--- config.mk ---
export PLATFORM = sky130hd
export DESIGN_NAME = fbp_port
export DESIGN_NICKNAME = d
export VERILOG_FILES = /design/src/fbp_pkg.sv /design/src/fbp_port.sv
export VERILOG_INCLUDE_DIRS = /design/src /design/src/src
export SDC_FILE = /design/constraint.sdc
export NUM_CORES = 1
export LEC_CHECK = 0
export BUFFER_PORTS_ARGS = -buffer_cell sky130_fd_sc_hd__buf_2
export CAP_MARGIN = 15
export CORE_MARGIN = 2
export CORE_UTILIZATION = 40
export DETAILED_ROUTE_END_ITERATION = 12
export PLACE_DENSITY = 0.81
export SYNTH_ARGS = -nofsm -noshare
export SYNTH_HDL_FRONTEND = slang
export SYNTH_SLANG_ARGS = --single-unit
--- constraint.sdc ---
create_clock -name SYS_CLK -period 3.54 [get_ports SYS_CLK]
set_input_delay 0.708 -clock SYS_CLK [delete_from_list [all_inputs] [get_ports SYS_CLK]]
set_output_delay 0.708 -clock SYS_CLK [all_outputs]
set_load 0.01 [all_outputs]
--- src/fbp_consts.svh ---
// Offsets, field positions and reset values of the five-bit port.
// Assumes inclusion by bare name from the package and the port module.
`ifndef FBP_CONSTS_SVH
`define FBP_CONSTS_SVH
// Register indices; byte address is four times the index
`define FBP_DDR_IDX 16'hffcd
`define FBP_DR_IDX 16'hffcf
`define FBP_CTL_IDX 16'hffc0
// Reset values of the direction register per mode group
`define FBP_DDR_RST_A 8'hf0
`define FBP_DDR_RST_B 8'he0
// Reset value of the data register in every mode
`define FBP_DR_RST 8'he0
// Control register fields
`define FBP_CTL_RFE 0
`define FBP_CTL_IEN_LSB 4
`define FBP_CTL_RST 8'h00
// Read value of a write-only register
`define FBP_ALL_ONES 8'hff
`endif

--- src/fbp_pkg.sv ---
// Types shared by the five-bit port.
// Assumes the constants header sits beside it.
`include "fbp_consts.svh"
package fbp_pkg;
  // Operating mode group, caught from the mode strap at reset
  typedef enum logic [1:0] {
    FBP_SINGLE = 2'b00,
    FBP_EXP_NOROM = 2'b01,
    FBP_EXP_ROM = 2'b11
  } fbp_mode_t;
  // One bit per port pin
  typedef logic [4:0] fbp_pins_t;
endpackage : fbp_pkg

--- src/fbp_port.sv ---
// Five-pin general-purpose port with chip-select and refresh outputs.
// Assumes an APB master on SYS_CLK, chip selects and refresh strobe
// from the bus controller, and pin buffers resolved outside.
//
// Functional notes
// RQ1: Five pins, bits 4..0, each input or output
// RQ2: Single-chip mode: direction bit selects output
// RQ3: Expanded: direction bits 4..1 give chip selects
// RQ4: Modes 1-4 reset: only pin 4 drives select
// RQ5: Modes 5-6 reset: select pins are inputs
// RQ6: Refresh enable forces refresh strobe on pin 0; here only in expanded modes, single-chip ignores it
// RQ7: Pins 3..0 feed enabled interrupt inputs
// RQ8: Direction register write-only, reads all ones
// RQ9: Direction reset F0 modes 1-4, E0 otherwise
// RQ10: Software standby keeps direction and outputs
// RQ11: Data register drives general-purpose output pins
// RQ12: Data read: stored bit or live pin
// RQ13: Bits 7..5 reserved, ignored, read as ones
// RQ14: Data register resets to E0, holds otherwise; here hardware standby also reloads it to E0
// RQ15: Writes act at access; pin inputs synchronised
//
// The APB slave port is this design's own decision.
`timescale 1ns/100ps
`include "fbp_consts.svh"
module fbp_port
  import fbp_pkg::*;
#(
  parameter int ADDR_W = 18
) (
  input wire logic SYS_CLK,
  input wire logic SRST,
  input wire logic [2:0] MODE,
  input wire logic HW_STANDBY,
  input wire logic PSEL,
  input wire logic PENABLE,
  input wire logic PWRITE,
  input wire logic [ADDR_W-1:0] PADDR,
  input wire logic [31:0] PWDATA,
  input wire logic [3:0] PSTRB,
  output logic [31:0] PRDATA,
  output logic PREADY,
  output logic PSLVERR,
  input wire logic [3:0] CS_N_IN,
  input wire logic REFRESH_STROBE_N_IN,
  input wire logic [4:0] PIN_IN,
  output logic [4:0] PIN_OUT,
  output logic [4:0] PIN_OE,
  output logic [3:0] IRQ_OUT
);

  // Refuse an address bus too narrow for the highest index
  if (ADDR_W < 18) begin : g_addr_chk
    $error("fbp_port: ADDR_W must be at least 18");
  end

  // Register state
  fbp_mode_t mode_q;
  fbp_mode_t mode_d;
  fbp_pins_t ddr_q;
  fbp_pins_t dr_q;
  logic [7:0] ctl_q;
  fbp_pins_t pin_s1_q;
  fbp_pins_t pin_s2_q;
  logic [31:0] prdata_q;
  logic pready_q;
  logic pslverr_q;
  fbp_pins_t out_q;
  fbp_pins_t oe_q;
  logic [3:0] irq_q;
  logic [2:0] mode_s1_q;
  logic [2:0] mode_s2_q;
  logic stby_s1_q;
  logic stby_s2_q;

  // Decoded bus and mode signals
  wire logic [15:0] idx = PADDR[17:2];
  wire logic hit_ddr = idx == `FBP_DDR_IDX;
  wire logic hit_dr = idx == `FBP_DR_IDX;
  wire logic hit_ctl = idx == `FBP_CTL_IDX;
  wire logic hit_any = hit_ddr | hit_dr | hit_ctl;
  wire logic setup = PSEL & ~PENABLE;
  wire logic access = PSEL & PENABLE & pready_q;
  wire logic wr_lane = access & PWRITE & PSTRB[0];
  wire logic wr_ddr = wr_lane & hit_ddr;
  wire logic wr_dr = wr_lane & hit_dr;
  wire logic wr_ctl = wr_lane & hit_ctl;
  wire logic expanded = mode_q != FBP_SINGLE;
  wire logic rfe = ctl_q[`FBP_CTL_RFE];
  wire logic [3:0] irq_en = ctl_q[`FBP_CTL_IEN_LSB +: 4];
  wire logic class_a = (mode_s2_q >= 3'h1) && (mode_s2_q <= 3'h4);
  wire logic class_b = (mode_s2_q == 3'h5) || (mode_s2_q == 3'h6);
  wire logic grp_a = SRST ? class_a : (mode_q == FBP_EXP_NOROM);
  wire logic [7:0] ddr_rst = grp_a ? `FBP_DDR_RST_A : // RQ4
                             `FBP_DDR_RST_B; // RQ5
  wire logic [7:0] dr_rst = `FBP_DR_RST;
  wire logic [7:0] ones = `FBP_ALL_ONES;
  wire logic clear_port = SRST | stby_s2_q;

  // Mode group from the strap
  assign mode_d = class_a ? FBP_EXP_NOROM :
                  class_b ? FBP_EXP_ROM :
                  FBP_SINGLE;

  // Data read: stored bit where output, synchronised pin where input
  wire fbp_pins_t dr_view = (ddr_q & dr_q) | (~ddr_q & pin_s2_q); // RQ12
  wire logic [7:0] rd_dr = {ones[7:5], dr_view}; // RQ13
  wire logic [7:0] rd_byte = hit_ddr ? ones : // RQ8
                             hit_dr ? rd_dr :
                             hit_ctl ? ctl_q : 8'h00;

  // Per-pin function select, combinational before the output flops
  fbp_pins_t out_d;
  fbp_pins_t oe_d;
  for (genvar i = 0; i < 5; i++) begin : g_pin // RQ1
    if (i == 0) begin : g_refresh
      // Refresh strobe takes pin 0 regardless of direction
      assign oe_d[i] = (expanded & rfe) | ddr_q[i]; // RQ6
      assign out_d[i] = (expanded & rfe) ? REFRESH_STROBE_N_IN : dr_q[i];
    end else begin : g_cs
      // Pins 4..1 carry chip selects 0..3 in expanded modes
      assign oe_d[i] = ddr_q[i]; // RQ2
      assign out_d[i] = expanded ? CS_N_IN[4-i] : dr_q[i]; // RQ3
    end
  end

  // Mode group is caught while reset is held
  always_ff @(posedge SYS_CLK) begin
    if (SRST) begin
      mode_q <= mode_d;
    end
  end

  // Direction register; reset and hardware standby reload it
  always_ff @(posedge SYS_CLK) begin
    if (clear_port) begin
      ddr_q <= ddr_rst[4:0]; // RQ9
    end else if (wr_ddr) begin
      ddr_q <= PWDATA[4:0]; // RQ15
    end
  end

  // Data register; upper bits are not stored
  always_ff @(posedge SYS_CLK) begin
    if (clear_port) begin
      dr_q <= dr_rst[4:0]; // RQ14
    end else if (wr_dr) begin
      dr_q <= PWDATA[4:0]; // RQ11
    end
  end

  // Control register: refresh enable and interrupt enables
  always_ff @(posedge SYS_CLK) begin
    if (SRST) begin
      ctl_q <= `FBP_CTL_RST;
    end else if (wr_ctl) begin
      ctl_q <= PWDATA[7:0];
    end
  end

  // Two-flop synchroniser on the pin levels
  always_ff @(posedge SYS_CLK) begin
    pin_s1_q <= PIN_IN;
    pin_s2_q <= pin_s1_q; // RQ15
  end

  // Strap and hardware standby come from pins: two flops each
  always_ff @(posedge SYS_CLK) begin
    mode_s1_q <= MODE;
    mode_s2_q <= mode_s1_q;
    stby_s1_q <= HW_STANDBY;
    stby_s2_q <= stby_s1_q; // RQ9
  end

  // Pin drivers and interrupt feed, all registered
  always_ff @(posedge SYS_CLK) begin
    if (SRST) begin
      out_q <= 5'h1f;
      oe_q <= 5'h00;
      irq_q <= 4'h0;
    end else begin
      out_q <= out_d; // RQ11
      oe_q <= oe_d; // RQ10
      irq_q <= pin_s2_q[3:0] & irq_en; // RQ7
    end
  end

  // APB slave: no wait states, read data caught in setup
  always_ff @(posedge SYS_CLK) begin
    if (SRST) begin
      pready_q <= 1'b0;
      pslverr_q <= 1'b0;
      prdata_q <= 32'h0000_0000;
    end else begin
      pready_q <= setup;
      pslverr_q <= setup & ~hit_any;
      prdata_q <= (setup & ~PWRITE) ? {24'h00_0000, rd_byte} :
                  32'h0000_0000;
    end
  end

  assign PRDATA = prdata_q;
  assign PREADY = pready_q;
  assign PSLVERR = pslverr_q;
  assign PIN_OUT = out_q;
  assign PIN_OE = oe_q;
  assign IRQ_OUT = irq_q;

  // Checks on the port behaviour

  // Direction reads give all ones
  a_ddr_read_ones: assert property ( // RQ8
    @(posedge SYS_CLK) disable iff (SRST)
    (setup && !PWRITE && hit_ddr) |=> (PRDATA[7:0] == 8'hff))
    else $error("direction read not all ones");

  // Reserved data bits read as ones
  a_dr_reserved_ones: assert property ( // RQ13
    @(posedge SYS_CLK) disable iff (SRST)
    (setup && !PWRITE && hit_dr) |=> (PRDATA[7:5] == 3'h7))
    else $error("reserved data bits not ones");

  // Data read mixes stored bits and pin levels
  a_dr_read_mix: assert property ( // RQ12
    @(posedge SYS_CLK) disable iff (SRST)
    (setup && !PWRITE && hit_dr) |=>
      (PRDATA[4:0] == (($past(ddr_q) & $past(dr_q)) |
                       (~$past(ddr_q) & $past(pin_s2_q)))))
    else $error("data read mix wrong");

  // Chip select 0 reaches pin 4 when enabled
  a_cs_pin_map: assert property ( // RQ3
    @(posedge SYS_CLK) disable iff (SRST)
    (expanded && ddr_q[4]) |=>
      (PIN_OE[4] && PIN_OUT[4] == $past(CS_N_IN[0])))
    else $error("chip select 0 not on pin 4");

  // Chip select 3 reaches pin 1 when enabled
  a_cs_last_pin: assert property ( // RQ3
    @(posedge SYS_CLK) disable iff (SRST)
    (expanded && ddr_q[1]) |=>
      (PIN_OE[1] && PIN_OUT[1] == $past(CS_N_IN[3])))
    else $error("chip select 3 not on pin 1");

  // Refresh strobe owns pin 0 while enabled
  a_refresh_pin: assert property ( // RQ6
    @(posedge SYS_CLK) disable iff (SRST)
    (expanded && rfe && !ddr_q[0]) |=>
      (PIN_OE[0] && PIN_OUT[0] == $past(REFRESH_STROBE_N_IN)))
    else $error("refresh strobe missing on pin 0");

  // Single-chip output pin 2 follows the data register
  a_gpio_drive: assert property ( // RQ2
    @(posedge SYS_CLK) disable iff (SRST)
    (!expanded && ddr_q[2]) |=> (PIN_OE[2] && PIN_OUT[2] == $past(dr_q[2])))
    else $error("general output not driven");

  // Input pin 3 is not driven
  a_input_float: assert property ( // RQ2
    @(posedge SYS_CLK) disable iff (SRST)
    (!ddr_q[3]) |=> !PIN_OE[3])
    else $error("input pin driven");

  // Direction reset value per mode group
  a_ddr_reset: assert property ( // RQ9
    @(posedge SYS_CLK) disable iff (SRST)
    $fell(SRST) |->
      (ddr_q == ((mode_q == FBP_EXP_NOROM) ? 5'h10 : 5'h00)))
    else $error("direction reset value wrong");

  // Data reset value
  a_dr_reset: assert property ( // RQ14
    @(posedge SYS_CLK) disable iff (SRST)
    $fell(SRST) |-> (dr_q == 5'h00))
    else $error("data reset value wrong");

  // Write lands at the access edge
  a_write_takes: assert property ( // RQ15
    @(posedge SYS_CLK) disable iff (SRST)
    (wr_dr && !stby_s2_q) |=> (dr_q == $past(PWDATA[4:0])))
    else $error("data write lost");

  // State holds with no write and no hardware standby
  a_state_hold: assert property ( // RQ10
    @(posedge SYS_CLK) disable iff (SRST)
    (!wr_ddr && !wr_dr && !stby_s2_q) |=> ($stable(ddr_q) && $stable(dr_q)))
    else $error("port state changed unasked");

  // Interrupt inputs follow enabled synchronised pins one cycle on
  a_irq_feed: assert property ( // RQ7
    @(posedge SYS_CLK) disable iff (SRST)
    !$past(SRST) |-> (IRQ_OUT == ($past(pin_s2_q[3:0]) & $past(irq_en))))
    else $error("interrupt feed wrong");

  // Answer comes one cycle after setup
  a_apb_wait: assert property ( // RQ15
    @(posedge SYS_CLK) disable iff (SRST)
    setup |=> PREADY ##1 !PREADY)
    else $error("ready timing wrong");

  // Modes 1-4 come out of reset with only pin 4 driving select 0
  a_reset_cs_zero: assert property ( // RQ4
    @(posedge SYS_CLK) disable iff (SRST)
    ($fell(SRST) && mode_q == FBP_EXP_NOROM) |=>
      (PIN_OE == 5'h10 && PIN_OUT[4] == $past(CS_N_IN[0])))
    else $error("reset select 0 missing");

  // Modes 5-6 come out of reset with every select pin an input
  a_reset_cs_none: assert property ( // RQ5
    @(posedge SYS_CLK) disable iff (SRST)
    ($fell(SRST) && mode_q == FBP_EXP_ROM) |=> (PIN_OE == 5'h00))
    else $error("select pin driven after reset");

  // Pin 0 without refresh drives the stored data bit
  a_gpio_data: assert property ( // RQ11
    @(posedge SYS_CLK) disable iff (SRST)
    (!(expanded && rfe) && ddr_q[0]) |=>
      (PIN_OE[0] && PIN_OUT[0] == $past(dr_q[0])))
    else $error("data bit not on pin 0");

  // Hardware standby reloads both registers
  a_standby_reload: assert property ( // RQ9
    @(posedge SYS_CLK) disable iff (SRST)
    stby_s2_q |=>
      (dr_q == 5'h00 &&
       ddr_q == ((mode_q == FBP_EXP_NOROM) ? 5'h10 : 5'h00)))
    else $error("standby reload wrong");

  // Masked interrupt inputs stay low
  a_irq_masked: assert property ( // RQ7
    @(posedge SYS_CLK) disable iff (SRST)
    (irq_en == 4'h0) |=> (IRQ_OUT == 4'h0))
    else $error("masked interrupt raised");

  // Error only ever comes with the answer
  a_err_with_ready: assert property ( // RQ15
    @(posedge SYS_CLK) disable iff (SRST)
    PSLVERR |-> PREADY)
    else $error("error without ready");

  // Clearing direction bit 4 makes pin 4 an input
  a_cs_pin_input: assert property ( // RQ3
    @(posedge SYS_CLK) disable iff (SRST)
    (!ddr_q[4]) |=> !PIN_OE[4])
    else $error("pin 4 driven as input");

endmodule : fbp_port

==> reports/summary.md <==
## Status
• **status** completed

## Hold path
• **beginning of the worst hold path** pin_s1_q[2]
• **Worst Hold End** pin_s2_q[2]
• **type of the tightest min-delay check** reg -> reg
• **instance count along the most critical hold path** 0

## Cells and area
• **number of antenna repair diodes** 0
• **number of standard cells in the final layout excluding fillers** 375
• **final cell utilization of the core** 0.5129
• **synth-to-layout area growth** 22.96%
• **share of post-route cells with drive strength above 1** 0.2871
• **total number of nets in the final design** 371

## Clock tree
• **number of cells upsized or downsized after cts** 0
• **post-CTS repair timing setup buffer count** 0
• **number of H-tree branching levels** 3
• **clock tree from TritonCTS** built
• **CTS Hold Buffers Added** 0
• **number of CTS-inserted buffers** 9
• **total number of clock tree sinks** 62
• **worst-case clock buffer depth** 2
• **Root Buffer Master** sky130_fd_sc_hd__clkbuf_8
• **Clk pin slew, worst setup/hold paths** 0.07 ns
• **Worst-Skew Late Latency** 0.34 ns

## Placement
• **I/O Buffers** 67
• **gpl congestion** 0.8390
• **placed wire-length estimate** 3469 um
• **placed instance count** 359

## Power
• **cell area power density** 542.5 mW/mm^2
• **Clk pwr share** 0.458
• **power share of the combinational group** 0.058
• **Internal Pwr Total** 1.212 mW
• **net load switching power** 0.3298 mW
• **largest vdd supply drop** 0.3320 mV
• **Sw Ratio** 0.2139
• **sequential cell fraction of total power** 0.483
• **Leak Pwr** 1.229 nW

## Routing
• **Total Wirelength** 4803 um
• **first-iteration detailed-routing DRC count** 111
• **drc violations** 0
• **remaining antenna violation count after routing** 0
• **number of vias in the routed layout** 1,802
• **number of vias per cell after detailed routing** 4.805
• **met2 wire length** 2300 um
• **DR WL met3** 400 um
• **routed length per placed instance** 12.81 um
• **Max Used Layer** met4
• **drt first pass iters** 4
• **sum of routed wire segments on met1** 2038 um

## Floorplan
• **total die area** 0.006402 sq mm
• **# IOs** 121
• **die span in x** 80.01 um
• **height of the die** 80.01 um
• **starting utilization of the core area** 0.4171
• **Placement Rows** 27
• **standard cell core area** 0.005540 sq mm

## Critical path
• **critical path cell sequence** buf_2 > nand3_1 > nor4_1 > inv_1 > o31ai_1 > buf_4
• **Max Fanout on Critical Path** 6
• **endpoint class of the critical path** register
• **Worst Path Buf+Inv** 3
• **dominant delay contributor by cell family on the critical path** simple AND/OR/NAND/NOR gates
• **number of cells traversed by the worst register-to-register path** 4
• **data required time of the critical path** 3.58 ns
• **launching point of the worst reg2reg path** PREADY
• **flop-to-flop setup slack** 1.99 ns
• **critical path's slowest cell** sky130_fd_sc_hd__nor4_1
• **type of the worst setup path** in -> reg
• **critical path startpoint category** input port
• **Crit Reg-Reg Endpoint** ddr_q[1]
• **worst stage delay on the critical path** 0.73 ns
• **Worst EP arrival** 2.36 ns

## Yosys
• **sequential cell area fraction in the yosys report** 0.5674
• **Mapped Area** 0.002311 sq mm
• **leading post-synthesis cells by cell area** sky130_fd_sc_hd__dfxtp_1, sky130_fd_sc_hd__edfxtp_1, sky130_fd_sc_hd__buf_4
• **number of register bits inferred by synthesis** 62
• **most frequent cell after synthesis** sky130_fd_sc_hd__dfxtp_1
• **top-area cell type share of the netlist area** 0.4764
• **count of warnings emitted by yosys** 0
• **most frequent cells after synthesis** sky130_fd_sc_hd__dfxtp_1, sky130_fd_sc_hd__buf_4, sky130_fd_sc_hd__a21oi_1, sky130_fd_sc_hd__nand3_1, sky130_fd_sc_hd__nor2_1
• **number of instances in the synthesized netlist** 226
• **cell type with the largest total area after synthesis** sky130_fd_sc_hd__dfxtp_1
• **main flop type after synthesis** sky130_fd_sc_hd__dfxtp_1
• **number of synthesized flops with an enable pin** 7
• **async set or reset register ratio after synthesis** 0
• **Avg Inst Size Synth** 10.23 sq um
• **number of distinct standard cells referenced by the synthesized netlist** 34

## Global route
• **number of antenna violations at the first check in global routing** 0
• **global-route wire length before repair** 7245 um
• **total global routing track utilization** 0.1566
• **global route total overflow** 0
• **maximum number of pins on one net before global-route repair** 29
• **via count of the first global-routing pass** 1,570

## Timing
• **share of the clock period used by the worst path** 0.6543
• **Max Clock Skew** 0.008328 ns
• **Min Hold Slack** 0.3261 ns
• **final setup fails** 0
• **Peak Freq** 431.7 MHz
• **Slew HR** 0.4101
• **setup tns final** 0 ns
• **fin. max-slew vios** 0
• **total count of hold-check failures in the final report** 0
• **fin crit period** 2.316 ns
• **setup repair after global routing missed its margin** no
• **Worst Tran Pin Value** 0.8768 ns

## Job
• **Max Cap Viol** 0

-- placed cells by master (no fill, tap or decap), types with 6 or more instances in the layout --
master,n
sky130_fd_sc_hd__nand2_1,10
sky130_fd_sc_hd__nor2_1,16
sky130_fd_sc_hd__dfxtp_1,55
sky130_fd_sc_hd__nand3_1,16
sky130_fd_sc_hd__conb_1,24
sky130_fd_sc_hd__clkbuf_8,9
sky130_fd_sc_hd__buf_2,67
sky130_fd_sc_hd__o21ai_0,15
sky130_fd_sc_hd__edfxtp_1,7
sky130_fd_sc_hd__mux2i_1,6
sky130_fd_sc_hd__a21oi_1,22
sky130_fd_sc_hd__nor2b_1,8
-- worst max path at each step --
stage,from,endpoint,slack [ns],depth (start not counted)
after floorplan,PADDR[6],ddr_q[0],1.22,4
after global placement,PADDR[2],ddr_q[3],1.05,6
after detailed placement,PADDR[2],ddr_q[2],1.0,6
after CTS,PADDR[2],ddr_q[1],1.29,6
after global routing,PADDR[2],ddr_q[1],1.14,6
final,PADDR[2],ddr_q[1],1.22,6
-- registers in the layout (all words and copies together), names as in the netlist --
| name | flops |
|---|---|
| mode_s1_q | 3 |
| mode_q | 2 |
| ctl_q | 8 |
| ddr_q | 5 |
| PIN_OUT | 5 |
| PIN_OE | 5 |
| PREADY | 1 |
| PRDATA | 8 |
| dr_q | 5 |
| mode_s2_q | 3 |
| pin_s1_q | 5 |
| stby_s1_q | 1 |
| pin_s2_q | 5 |
| stby_s2_q | 1 |
| PSLVERR | 1 |
| IRQ_OUT | 4 |
-- cell families (layout without fill, tap and decap cells) --
kind of cell,count (synthesis),in the layout,share of synthesized area
muxes,6,6,0.02599
DFF,62,62,0.5674
AOI/OAI and AO/OA,46,46,0.1110
xor gates and xnor gates,1,1,0.003791
buffers and inverters,33,87,0.1007
and+or+nand+nor,77,77,0.1895
other,1,24,0.001623
-- power groups by stage --
stage / Clock (mW) / Combinational, mW / Sequential [mW]
after floorplan: 0 / 0.0644 / 0.762
after global placement: 0 / 0.0873 / 0.760
after detailed placement: 0 / 0.0895 / 0.761
after CTS: 0.718 / 0.0898 / 0.745
after global routing: 0.756 / 0.0997 / 0.747
final: 0.707 / 0.0900 / 0.745
-- area by class of cell --
cell class | instances | area, sq um
tap | 72 | 90.09
multi-input combinational | 154 | 853.3
sequential | 62 | 1311
inverter | 3 | 11.26
clock buffer | 11 | 152.6
clock inverter | 5 | 80.08
timing repair buffer | 68 | 342.8
fill | 525 | 2699
-- through the flow --
stage,power (mW),setup WS [ns],area (sq um)
after floorplan,0.8268,1.219,2397
after global placement,0.8474,1.049,2609
after detailed placement,0.8503,0.9951,2609
after CTS,1.553,1.286,2841
after global routing,1.603,1.142,2841
final,1.542,1.224,2841
-- worst reg2reg max path: stages, from the launching register on --
cell and delay (ns):
sky130_fd_sc_hd__dfxtp_1 0.33, sky130_fd_sc_hd__and4_1 0.25, sky130_fd_sc_hd__nand2_1 0.20, sky130_fd_sc_hd__o31ai_1 0.29
sky130_fd_sc_hd__buf_4 0.20
-- layer usage --
layer / GRT usage / up-vias
met1: 0.1814 / 836
met2: 0.2442 / 75
met5: 0 / -
met3: 0.07805 / 6
li1: - / 885
met4: 0.06610 / 0
Power figures use the tool's default switching activity.
